===== config.mk =====
export PLATFORM = sky130hd
export DESIGN_NAME = pll_clock_gen_control
export DESIGN_NICKNAME = d
export VERILOG_FILES = /design/src/pll_clock_gen_pkg.sv /design/src/pll_clock_gen_control.sv
export SDC_FILE = /design/constraint.sdc
export NUM_CORES = 1
export LEC_CHECK = 0
export ABC_AREA = 1
export BUFFER_PORTS_ARGS = -buffer_cell sky130_fd_sc_hd__buf_2
export CAP_MARGIN = 30
export CORE_ASPECT_RATIO = 1.2
export CORE_MARGIN = 8
export CORE_UTILIZATION = 45
export DETAILED_ROUTE_END_ITERATION = 6
export PLACE_DENSITY = 0.75
export SYNTH_ARGS = -nofsm -noshare
export SYNTH_HDL_FRONTEND = slang
export SYNTH_SLANG_ARGS = --single-unit
export TNS_END_PERCENT = 100

===== constraint.sdc =====
create_clock -name clk -period 2.4 [get_ports clk]
set_input_delay 0.48 -clock clk [delete_from_list [all_inputs] [get_ports clk]]
set_output_delay 0.48 -clock clk [all_outputs]
set_load 0.005 [all_outputs]

===== src/pll_clock_gen_pkg.sv =====
// Purpose: Shared constants for the PLL clock generator control block
// Assumes: APB slave with 32-bit data, 8-bit register payloads
// Notes: Offsets are byte addresses, one aligned word per register
package pll_clock_gen_pkg;

  // ==========================================================
  // Bus geometry
  localparam int ADDR_W = 8;
  localparam int DATA_W = 32;

  // ==========================================================
  // Register offsets
  localparam logic [7:0] OFF_CTRL = 8'h00;
  localparam logic [7:0] OFF_BW = 8'h04;
  localparam logic [7:0] OFF_PROG = 8'h08;

  // ==========================================================
  // Control register field positions
  localparam int CTRL_IRQ_EN = 7;
  localparam int CTRL_LOCK_CHG = 6;
  localparam int CTRL_POWER = 5;
  localparam int CTRL_SRC_SEL = 4;
  localparam logic [3:0] CTRL_LOW_FILL = 4'hf;

  // ==========================================================
  // Bandwidth register field positions
  localparam int BW_AUTO = 7;
  localparam int BW_SETTLED = 6;
  localparam int BW_FILTER = 5;
  localparam int BW_XTAL_LOSS = 4;

  // ==========================================================
  // Programming register fields and reset values
  localparam int PROG_MULT_LSB = 4;
  localparam int PROG_RANGE_LSB = 0;
  localparam logic [3:0] MULT_RESET = 4'h6;
  localparam logic [3:0] RANGE_RESET = 4'h6;
  localparam logic [3:0] MULT_ONE = 4'h1;
  localparam logic [3:0] FIELD_ZERO = 4'h0;

  // ==========================================================
  // Source switch timing, counted in edges of the new source
  localparam logic [1:0] SWITCH_EDGES = 2'h3;

  // Source switch states
  typedef enum logic {
    SW_RUN,
    SW_HOLD
  } sw_state_t;

endpackage


===== src/pll_clock_gen_control.sv =====
// Purpose: Control, status and base clock selection of a PLL clock generator
// Assumes: clk at 100 MHz, much faster than xtal_clk and vco_clk
// Notes: Source clocks are sampled, so base_clk_out is a divided replica
`timescale 1ns/1ns
`default_nettype none

// Overview of operation
// - Base clock is selected source divided by two
// - Oscillator and PLL run only with enable
// - Settled change sets flag; irq when enabled
// - Manual mode forces irq enable to zero
// - Manual mode: flag and settled read zero
// - PLL off or range zero forces select zero
// - Programming register read-only while powered
// - VCO selected keeps power bit set
// - Reading control register clears change flag
// - Reset clears bits, sets power bit and both programming fields to 6
// - Output held static during source switch
// - Stop clears source select
// - Select one is VCO, zero crystal
// - Control register low nibble reads ones
// - Automatic mode: settled flag read-only status
// - Filter bit reports or sets tracking state
// - Manual filter value kept across automatic mode
// - Mode bit one automatic, zero manual
// - Crystal loss check by write then read
// - Crystal loss reads zero with crystal source
// - Zero multiplier acts as one
module pll_clock_gen_control (
  // Clock and reset
  input wire logic clk,
  input wire logic rst_n,
  // APB slave
  input wire logic psel,
  input wire logic penable,
  input wire logic pwrite,
  input wire logic [pll_clock_gen_pkg::ADDR_W-1:0] paddr,
  input wire logic [pll_clock_gen_pkg::DATA_W-1:0] pwdata,
  output logic pready,
  output logic [pll_clock_gen_pkg::DATA_W-1:0] prdata,
  output logic pslverr,
  // Source clocks and analog detector, asynchronous
  input wire logic xtal_clk,
  input wire logic vco_clk,
  input wire logic settled_in,
  input wire logic tracking_in,
  // System integration side
  input wire logic osc_enable_in,
  output logic base_clk_out,
  output logic pll_irq_out,
  // Analog PLL control
  output logic pll_run_out,
  output logic filter_track_out,
  output logic [3:0] feedback_mult_out,
  output logic [3:0] range_mult_out
);

  // ==========================================================
  // State
  typedef struct packed {
    // Crystal, VCO and detector synchronisers
    logic x_s1;
    logic x_s2;
    logic x_d;
    logic v_s1;
    logic v_s2;
    logic v_d;
    logic lk_s1;
    logic lk_s2;
    logic lk_d;
    logic tr_s1;
    logic tr_s2;
    // Control register bits
    logic irq_enable_bit;
    logic lock_change_flag;
    logic pll_power_bit;
    logic base_src_select;
    // Bandwidth register bits, manual filter kept aside
    logic self_bw_mode_bit;
    logic manual_filter;
    logic xtal_loss_bit;
    // Programming register fields
    logic [3:0] feedback_mult_field;
    logic [3:0] range_mult_field;
    // Source switch and divider
    pll_clock_gen_pkg::sw_state_t sw_state;
    logic [1:0] sw_cnt;
    logic active_src;
    logic base_clk;
    // Registered outputs towards the PLL and the system
    logic irq;
    logic pll_run;
    logic filter_track;
    logic [3:0] eff_mult;
    logic [3:0] range_out;
    // Bus answer
    logic ready;
    logic [31:0] rdata;
    logic slverr;
  } state_t;

  state_t r;
  state_t next_r;

  // Decode helpers
  // Address hits and transfer strobes
  logic hit_ctrl;
  logic hit_bw;
  logic hit_prog;
  logic done;
  logic wr;
  logic rd;

  // Synchronised rising edges of the sources
  logic x_edge;
  logic v_edge;
  logic new_edge;
  logic old_edge;

  // Readback words
  logic settled_rd;
  logic filter_rd;
  logic [7:0] ctrl_val;
  logic [7:0] bw_val;
  logic [7:0] prog_val;

  // ==========================================================
  // Next state logic
  always_comb begin
    next_r = r;

    // Two-stage synchronisers, third stage for edge detection
    next_r.x_s1 = xtal_clk;
    next_r.x_s2 = r.x_s1;
    next_r.x_d = r.x_s2;
    next_r.v_s1 = vco_clk;
    next_r.v_s2 = r.v_s1;
    next_r.v_d = r.v_s2;

    // Detector levels, lock also delayed for change detection
    next_r.lk_s1 = settled_in;
    next_r.lk_s2 = r.lk_s1;
    next_r.lk_d = r.lk_s2;
    next_r.tr_s1 = tracking_in;
    next_r.tr_s2 = r.tr_s1;

    // Edge detect reads only the second stage and its delay
    x_edge = r.x_s2 & ~r.x_d;
    v_edge = r.v_s2 & ~r.v_d;

    // Bus phase decode; completion is the cycle pready is high
    hit_ctrl = (paddr == pll_clock_gen_pkg::OFF_CTRL);
    hit_bw = (paddr == pll_clock_gen_pkg::OFF_BW);
    hit_prog = (paddr == pll_clock_gen_pkg::OFF_PROG);
    done = psel & penable & r.ready;
    wr = done & pwrite;
    rd = done & ~pwrite;

    // Readback values
    settled_rd = r.self_bw_mode_bit & r.lk_s2;
    filter_rd = r.self_bw_mode_bit ? r.tr_s2 : r.manual_filter;
    ctrl_val = {r.irq_enable_bit,
                r.lock_change_flag & r.self_bw_mode_bit,
                r.pll_power_bit,
                r.base_src_select,
                pll_clock_gen_pkg::CTRL_LOW_FILL};
    bw_val = {r.self_bw_mode_bit, settled_rd, filter_rd,
              r.xtal_loss_bit & r.base_src_select,
              4'h0};
    prog_val = {r.feedback_mult_field, r.range_mult_field};

    // One wait state: data is prepared, then pready rises
    next_r.ready = psel & penable & ~r.ready;
    if (psel && penable && !r.ready) begin
      next_r.slverr = ~(hit_ctrl | hit_bw | hit_prog);
      if (pwrite || !(hit_ctrl | hit_bw | hit_prog)) begin
        next_r.rdata = 32'h0000_0000;
      end else if (hit_ctrl) begin
        next_r.rdata = {24'h00_0000, ctrl_val};
      end else if (hit_bw) begin
        next_r.rdata = {24'h00_0000, bw_val};
      end else begin
        next_r.rdata = {24'h00_0000, prog_val};
      end
    end else begin
      next_r.slverr = 1'b0;
    end

    // Control register write, interlocks use the old bits
    if (wr && hit_ctrl) begin
      next_r.irq_enable_bit =
        pwdata[pll_clock_gen_pkg::CTRL_IRQ_EN]; // below
      if (!r.base_src_select) begin
        next_r.pll_power_bit =
          pwdata[pll_clock_gen_pkg::CTRL_POWER];
      end
      if (r.pll_power_bit) begin
        next_r.base_src_select =
          pwdata[pll_clock_gen_pkg::CTRL_SRC_SEL];
      end else begin
        next_r.base_src_select = 1'b0;
      end
    end

    // Bandwidth register write; settled bit is not stored
    if (wr && hit_bw) begin
      next_r.self_bw_mode_bit =
        pwdata[pll_clock_gen_pkg::BW_AUTO];
      if (!r.self_bw_mode_bit) begin
        next_r.manual_filter =
          pwdata[pll_clock_gen_pkg::BW_FILTER];
      end
    end

    // Programming register write, locked while powered
    if (wr && hit_prog && !r.pll_power_bit) begin
      next_r.feedback_mult_field =
        pwdata[pll_clock_gen_pkg::PROG_MULT_LSB +: 4];
      next_r.range_mult_field =
        pwdata[pll_clock_gen_pkg::PROG_RANGE_LSB +: 4];
    end

    // Crystal loss: a crystal edge clears, a write of one re-arms
    if (x_edge) begin
      next_r.xtal_loss_bit = 1'b0;
    end
    if (wr && hit_bw && pwdata[pll_clock_gen_pkg::BW_XTAL_LOSS]) begin
      next_r.xtal_loss_bit = 1'b1;
    end

    // Forced values after all writes
    // Applied last so no write can bypass an interlock
    if (!next_r.self_bw_mode_bit) begin
      next_r.irq_enable_bit = 1'b0;
    end
    if (!next_r.pll_power_bit ||
        next_r.range_mult_field == pll_clock_gen_pkg::FIELD_ZERO) begin
      next_r.base_src_select = 1'b0;
    end
    if (!osc_enable_in) begin
      next_r.base_src_select = 1'b0;
    end
    if (!next_r.base_src_select) begin
      next_r.xtal_loss_bit = 1'b0;
    end

    // Change flag: read clears, a settled change sets and wins
    if (rd && hit_ctrl) begin
      next_r.lock_change_flag = 1'b0;
    end
    if (r.lk_s2 != r.lk_d && r.self_bw_mode_bit) begin
      next_r.lock_change_flag = 1'b1;
    end
    if (!r.self_bw_mode_bit) begin
      next_r.lock_change_flag = 1'b0;
    end

    // Glitch-free source switch and divide by two
    // The divider only toggles on edges of the active source.
    // On a select change the output freezes at its level and the
    // new source must show its edges before it takes over, so no
    // short pulse can reach the base clock.
    new_edge = r.base_src_select ? v_edge : x_edge;
    old_edge = r.active_src ? v_edge : x_edge;
    case (r.sw_state)
      pll_clock_gen_pkg::SW_RUN: begin
        if (r.base_src_select != r.active_src) begin
          next_r.sw_state = pll_clock_gen_pkg::SW_HOLD;
          next_r.sw_cnt = 2'h0;
        end else if (old_edge) begin
          next_r.base_clk = ~r.base_clk;
        end
      end
      pll_clock_gen_pkg::SW_HOLD: begin
        if (r.base_src_select == r.active_src) begin
          next_r.sw_state = pll_clock_gen_pkg::SW_RUN;
        end else if (new_edge) begin
          if (r.sw_cnt == pll_clock_gen_pkg::SWITCH_EDGES - 2'h1) begin
            next_r.active_src = r.base_src_select;
            next_r.sw_state = pll_clock_gen_pkg::SW_RUN;
          end else begin
            next_r.sw_cnt = r.sw_cnt + 2'h1;
          end
        end
      end
      default: begin
        next_r.sw_state = pll_clock_gen_pkg::SW_RUN;
      end
    endcase
    if (!osc_enable_in) begin
      next_r.base_clk = 1'b0;
    end

    // Registered outputs
    next_r.irq = osc_enable_in & next_r.lock_change_flag &
                 next_r.irq_enable_bit;
    next_r.pll_run = osc_enable_in & next_r.pll_power_bit &
      (next_r.range_mult_field != pll_clock_gen_pkg::FIELD_ZERO);
    next_r.filter_track = next_r.self_bw_mode_bit ? r.tr_s2 :
                          next_r.manual_filter;
    next_r.eff_mult =
      (next_r.feedback_mult_field == pll_clock_gen_pkg::FIELD_ZERO) ?
      pll_clock_gen_pkg::MULT_ONE : next_r.feedback_mult_field;
    next_r.range_out = next_r.range_mult_field;
  end

  // ==========================================================
  // State register
  always_ff @(posedge clk or negedge rst_n) begin
    if (!rst_n) begin
      // Everything clear except power, programming fields and their outputs
      r <= '0;
      // Power on so the loop settles during start-up
      r.pll_power_bit <= 1'b1;
      r.feedback_mult_field <= pll_clock_gen_pkg::MULT_RESET;
      r.range_mult_field <= pll_clock_gen_pkg::RANGE_RESET;
      r.sw_state <= pll_clock_gen_pkg::SW_RUN;
      r.eff_mult <= pll_clock_gen_pkg::MULT_RESET;
      r.range_out <= pll_clock_gen_pkg::RANGE_RESET;
    end else begin
      r <= next_r;
    end
  end

  // ==========================================================
  // Outputs straight from the state register
  // Bus answer
  assign pready = r.ready;
  assign prdata = r.rdata;
  assign pslverr = r.slverr;

  // Clock and interrupt towards the system
  assign base_clk_out = r.base_clk;
  assign pll_irq_out = r.irq;

  // Analog PLL control
  assign pll_run_out = r.pll_run;
  assign filter_track_out = r.filter_track;
  assign feedback_mult_out = r.eff_mult;
  assign range_mult_out = r.range_out;

endmodule

`default_nettype wire


==> results of run 1 <==
## cells by family after synthesis
logic type / after synthesis / share of synthesized area (%)
AOI/OAI and AO/OA: 37 / 8.40
xor gates and xnor gates: 1 / 0.354
adders and majority gates: 1 / 0.506
buffers and inverters: 79 / 18.3
DFF: 48 / 48.9
muxes: 1 / 0.405
other: 1 / 0.152
and+or+nand+nor: 107 / 23.0
## worst paths after layout
kind                            start          end  slack (ns)
max                            pready  ctrl_val[4]        0.82
min                             rst_n   next_r[67]        0.14
max reg2reg                    pready  ctrl_val[4]        0.82
min reg2reg                next_r[74]   next_r[73]        0.35
max in group asynchronous       rst_n  ctrl_val[5]        1.61
min in group clk             xtal_clk   next_r[74]        0.28
## layout make-up
type | instances | area [µm²] | share of cell area (%)
inverters | 39 | 151 | 5.64
repair buffers | 49 | 250 | 9.32
multi-input cells | 171 | 898 | 33.5
clock inverters | 2 | 13.8 | 0.513
well taps | 62 | 77.6 | 2.89
flip-flops and latches | 48 | 1210 | 45.1
clock buffers | 6 | 82.6 | 3.08
## power breakdown
part / total (µW) / internal, µW / switching, µW
Sequential: 829 / 823 / 6.67
Clock: 501 / 236 / 266
Combinational: 95.7 / 30.8 / 64.8
Total: 1430 / 1090 / 337
## metrics by stage
stage	total power, µW	hold WS, ns
final	1430	0.143
after global routing	1510	0.154
after CTS	1450	0.143
after floorplan	913	0.184
after global placement	938	0.331
after detailed placement	941	0.335
## Yosys cell counts, types with 2 or more instances
master,count
nand2_1,60
dfrtp_1,41
buf_4,40
inv_1,33
o21ai_0,16
a21oi_1,12
nor2_1,12
dfstp_2,7
nand3_1,5
nand3_2,5
nand4_1,5
nor2_2,5
inv_2,4
nand2_2,4
nand2_4,3
nor2_4,3
o211ai_1,2
o31ai_1,2
## layout by cell type, fill, tap and decap left out, types with 2 or more instances in the layout
| cell | n |
|---|---|
| nand2_1 | 60 |
| buf_2 | 47 |
| dfrtp_1 | 41 |
| inv_1 | 33 |
| conb_1 | 24 |
| o21ai_0 | 16 |
| nor2_1 | 12 |
| a21oi_1 | 12 |
| dfstp_2 | 7 |
| clkbuf_8 | 6 |
| nor2_2 | 5 |
| nand3_2 | 5 |
| nand4_1 | 5 |
| nand3_1 | 5 |
| inv_2 | 4 |
| nand2_2 | 4 |
| nand2_4 | 3 |
| nor2_4 | 3 |
| inv_6 | 2 |
| o211ai_1 | 2 |
| o31ai_1 | 2 |
| buf_4 | 2 |
## sequential cells by signal, summed over array words and instances, names as in the netlist, 3 cells and up
name / cells
prog_val: 4
ctrl_val: 3
prdata: 8
next_r: 7
range_mult_out: 4
r: 11
feedback_mult_out: 4
## worst max-delay path, stage by stage, from the launching register on
cell and delay [ns]:
dfrtp_1 0.38, nand3_2 0.12, nor2_4 0.27, nand3_2 0.18, nand2_1 0.09, nand2_1 0.07
nor2_1 0.12, nand2_1 0.11, nand3_2 0.10, inv_1 0.04
## routing by layer
metal / wire length (µm) / track usage, %
met4: 75 / 5.33
met3: 397 / 5.62
met1: 1960 / 14.0
met2: 2470 / 21.2
met5: 0 / 0
==> flow_summary.ini, run 1 <==
[cts]
postCtsHoldBufs = 0
numCtsBuffers = 5
clk_pin_slew_ns = 0.09
cts_setup_buffers = 0
clk_latency_ns = 0.30
cts.sinks = 48
ctsResizeCount = 0
cts_buffer_depth = 2
ctsHtreeMaxLevel = 2
cts_tree = yes
clock-root-buffer = clkbuf_8

[timing]
layout_min_cycle_time_ns = 1.58
setup_violations = 0
slew_viol_final = 0
max-slew-margin-rel_pct = 65.6
min_period_over_period_pct = 65.7
final-hold-violation-count = 0
fmax_mhz = 634
rsz0062_at_grt = false
finalClockSkew_ns = 0.00294
worst_pin_slew_ns = 0.517
setup_slack_ns = 0.822
fin_tns_setup_ns = 0

[synth]
ys.warnings.count = 0
synth_edf_count = 0
yosysTopAreaCell = dfrtp_1
synthTopCellsByArea = dfrtp_1 41%, buf_4 12%, nand2_1 9.1%
ys.flop_type = dfrtp_1
synth-seq-cells = 48
syn_area_per_cell_um2 = 8.99
async_flop_share_pct = 100
synthDominantCellAreaShare_pct = 41.5
synth-seq-area-share_pct = 48.9
syn-cell-area_um2 = 2470
synthCells = 275
ys_types = 34

[worst_hold_path]
hold_class = in2async

[routing]
drc = 0
routed-via-count = 1757
vias_per_cell = 4.66
wl_per_cell_um = 13.0
drt-pass1-iter-count = 4
wl_um = 4910
ant_nets = 0
drt_iter0_drc = 68

[floorplan]
die_h_um = 97.2
ioPinCount = 96
fp.coreArea_um2 = 5300
start_util_pct = 46.7
die-area_um2 = 8130
fp.dieW_um = 83.7
num_rows = 29

[setup_path]
end_kind = flop
cp_max_fo = 9
path_class = reg2reg
crit_required_ns = 2.60
cp.arrival_ns = 1.78
r2r_cells = 9
start_kind = flop

[placed_design]
gp_congestion = 0.829
dp_cells = 369
post-place-ws_ns = 0.588
post_dp_cell_area_um2 = 2590
portBuffers = 47
place_hpwl_um = 3950

[pwr]
leakagePower_uw = 0.00145
ir_drop_uv = 342
power_density_nw_per_um2 = 531

[grt]
grt_max_degree = 23
grt_pass1_wl_um = 8640
grt_antenna_before_repair = 0
grt_usage_pct = 12.9
grt_overflow = 0
grt_pass1_vias = 1906

[layout]
nets = 365
layout-drive-gt1-share_pct = 30.2
syn_to_final_growth_pct = 8.50
fin_cells = 377
nFillCells = 508
fin_util_pct = 50.7
n_antenna_cell = 0
final_area_um2 = 2680

[flow_run]
cap_violations = 0

[status]
outcome = complete, no violations
Note: power is estimated with default switching activity, not from simulation.
==> run 2: changes to the inputs <==
--- a/config.mk
+++ b/config.mk
@@ -10,9 +10,9 @@
 export CAP_MARGIN = 30
 export CORE_ASPECT_RATIO = 1.2
 export CORE_MARGIN = 8
-export CORE_UTILIZATION = 45
+export CORE_UTILIZATION = 44
 export DETAILED_ROUTE_END_ITERATION = 6
-export PLACE_DENSITY = 0.75
+export PLACE_DENSITY = 0.76
 export SYNTH_ARGS = -nofsm -noshare
 export SYNTH_HDL_FRONTEND = slang
 export SYNTH_SLANG_ARGS = --single-unit
==> constraint.sdc (replaced) <==
create_clock -name clk -period 1.3 [get_ports clk]
set_input_delay 0.26 -clock clk [delete_from_list [all_inputs] [get_ports clk]]
set_output_delay 0.26 -clock clk [all_outputs]
set_load 0.005 [all_outputs]
==> run 2 against run 1 <==
  * The run now ends with negative setup slack left
  * Critical endpoint is now feedback_mult_out[0]
  * Sequential share of layout area fell by 6.3 points
  * Highest routed layer unchanged
  * Global-route usage barely moved
  * Cell count rose by 9.0%
  * Clock power rose by 130%
  * Register-to-register slack got worse by 0.96 ns
  * Combinational power rose by 130%
  * Clock-buffer cell count rose by 1
  * Core utilization rose by 5.5 points
  * Worst hold slack got worse by 0.080 ns
  * Largest power group unchanged
  * Maximum frequency rose by 9.8%
  * Routed wire length rose by 12%
  * Critical path type unchanged
==> flow_summary.ini, run 2 (synthesized netlist as in run 1, its figures left out) <==
[status]
outcome = finished, violations left
violations = negative setup slack

[timing]
layout_min_cycle_time_ns = 1.44
fin_tns_setup_ns = -1.01
finalClockSkew_ns = 0.00831
setup_violations = 15
setup_slack_ns = -0.137
fmax_mhz = 696
rsz0062_at_grt = true
final-hold-violation-count = 0
slew_viol_final = 0
min_period_over_period_pct = 111

[placed_design]
portBuffers = 47
place_hpwl_um = 3930
gp_congestion = 0.827
post_dp_cell_area_um2 = 2780

[pwr]
ir_drop_uv = 551
leakagePower_uw = 0.00166
p_total_uw = 2920
power_density_nw_per_um2 = 937

[setup_path]
crit_required_ns = 1.50
crit_chain = nand3_2 -> nor2_4 -> nand3_4 -> buf_6 -> o21ai_2 -> buf_4 -> nand2_1
path_buf_inv = 2
crit_family = simple AND/OR/NAND/NOR gates
cp_max_fo = 5
path_class = reg2reg
slowest_delay_ns = 0.37
cp.arrival_ns = 1.64
slowest_stage = dfrtp_1
end_kind = flop
start_kind = flop

[floorplan]
die-area_um2 = 8290
fp.coreArea_um2 = 5560
die_h_um = 98.1
start_util_pct = 44.5
num_rows = 30
fp.dieW_um = 84.4
ioPinCount = 96

[routing]
drt-pass1-iter-count = 4
drc = 0
routed-via-count = 1934
wl_per_cell_um = 13.4
ant_nets = 0
wl_um = 5490
vias_per_cell = 4.71
drt_iter0_drc = 87

[grt]
grt_pass1_wl_um = 8600
grt_pass1_vias = 1947
grt_overflow = 0
grt_max_degree = 49
grt_usage_pct = 12.9
grt_antenna_before_repair = 0

[cts]
cts_tree = yes
numCtsBuffers = 5
clk_pin_slew_ns = 0.09
cts.sinks = 48
clk_latency_ns = 0.30
cts_buffer_depth = 2
ctsHtreeMaxLevel = 2
clock-root-buffer = clkbuf_8

[layout]
final_cell_mix = 51 x nand2_1, 47 x buf_2, 40 x dfrtp_1, 29 x buf_4, 27 x inv_1
nFillCells = 492
top_register = r
syn_to_final_growth_pct = 26.2
final_common_cell = nand2_1
layout-drive-gt1-share_pct = 45.5
largest_reg_flops = 11
n_antenna_cell = 0
nets = 397
final_area_um2 = 3120

[worst_hold_path]
hold_class = in2reg

[flow_run]
cap_violations = 0
run 2: per-layer routing:
layer | global-route usage (%) | wire length (µm) | vias up
met5 | 0 | 0 | -
met4 | 5.49 | 103 | 0
met3 | 4.62 | 378 | 11
met2 | 22.9 | 2920 | 57
met1 | 13.2 | 2090 | 920
li1 | - | - | 946
run 2: metrics by stage:
| step | hold slack, ns | std cells | utilization, % | worst slack, ns |
|---|---|---|---|---|
| 2_1_floorplan | -0.0356 | 298 | - | -0.0836 |
| 3_3_place_gp | 0.259 | 394 | 50.0 | -0.141 |
| 3_5_place_dp | 0.266 | 394 | 50.0 | -0.196 |
| 4_1_cts | 0.0549 | 406 | 53.6 | -0.0890 |
| 5_1_grt | 0.0520 | 411 | 56.2 | -0.222 |
| 6_report | 0.0626 | 411 | 56.2 | -0.137 |
run 2: timing repair:
action	in CTS	in global routing
setup buffers	3	5
hold buffers	1	0
pin swaps	2	10
resized for setup	14	37
endpoints found under the setup margin	10	24
endpoints found under the hold margin	41	0
run 2: area by class of cell:
class,count,area [µm²],share of cell area [%]
clock buffers,7,96.3,3.09
repair buffers,81,517,16.6
multi-input cells,171,1030,33.1
inverters,39,153,4.89
well taps,64,80.1,2.57
flip-flops and latches,48,1210,38.8
clock inverters,1,30.0,0.962
run 2: worst register-to-register path, cell delays in order, from the launching register on:
cell,delay (ns)
dfrtp_1,0.37
nand3_2,0.11
nor2_4,0.23
nand3_4,0.14
buf_6,0.15
o21ai_2,0.13
buf_4,0.15
nand2_1,0.06
run 2: path summary, 6_finish.rpt:
kind | start | endpoint | slack (ns) | cells past startpoint
worst max-delay path | pready | feedback_mult_out[0] | -0.14 | 7
worst min-delay path | settled_in | next_r[68] | 0.06 | 1
worst max register to register | pready | feedback_mult_out[0] | -0.14 | 7
worst min register to register | next_r[71] | next_r[70] | 0.35 | 0
max in group asynchronous | rst_n | ctrl_val[5] | 0.56 | 3
min in group asynchronous | rst_n | prog_val[7] | 0.46 | 3
run 2: where the power goes:
part           total, µW  internal [µW]  switching [µW]
Clock               1170            679             492
Combinational        223           83.7             139
Sequential          1530           1520            11.6
Total               2920           2280             643
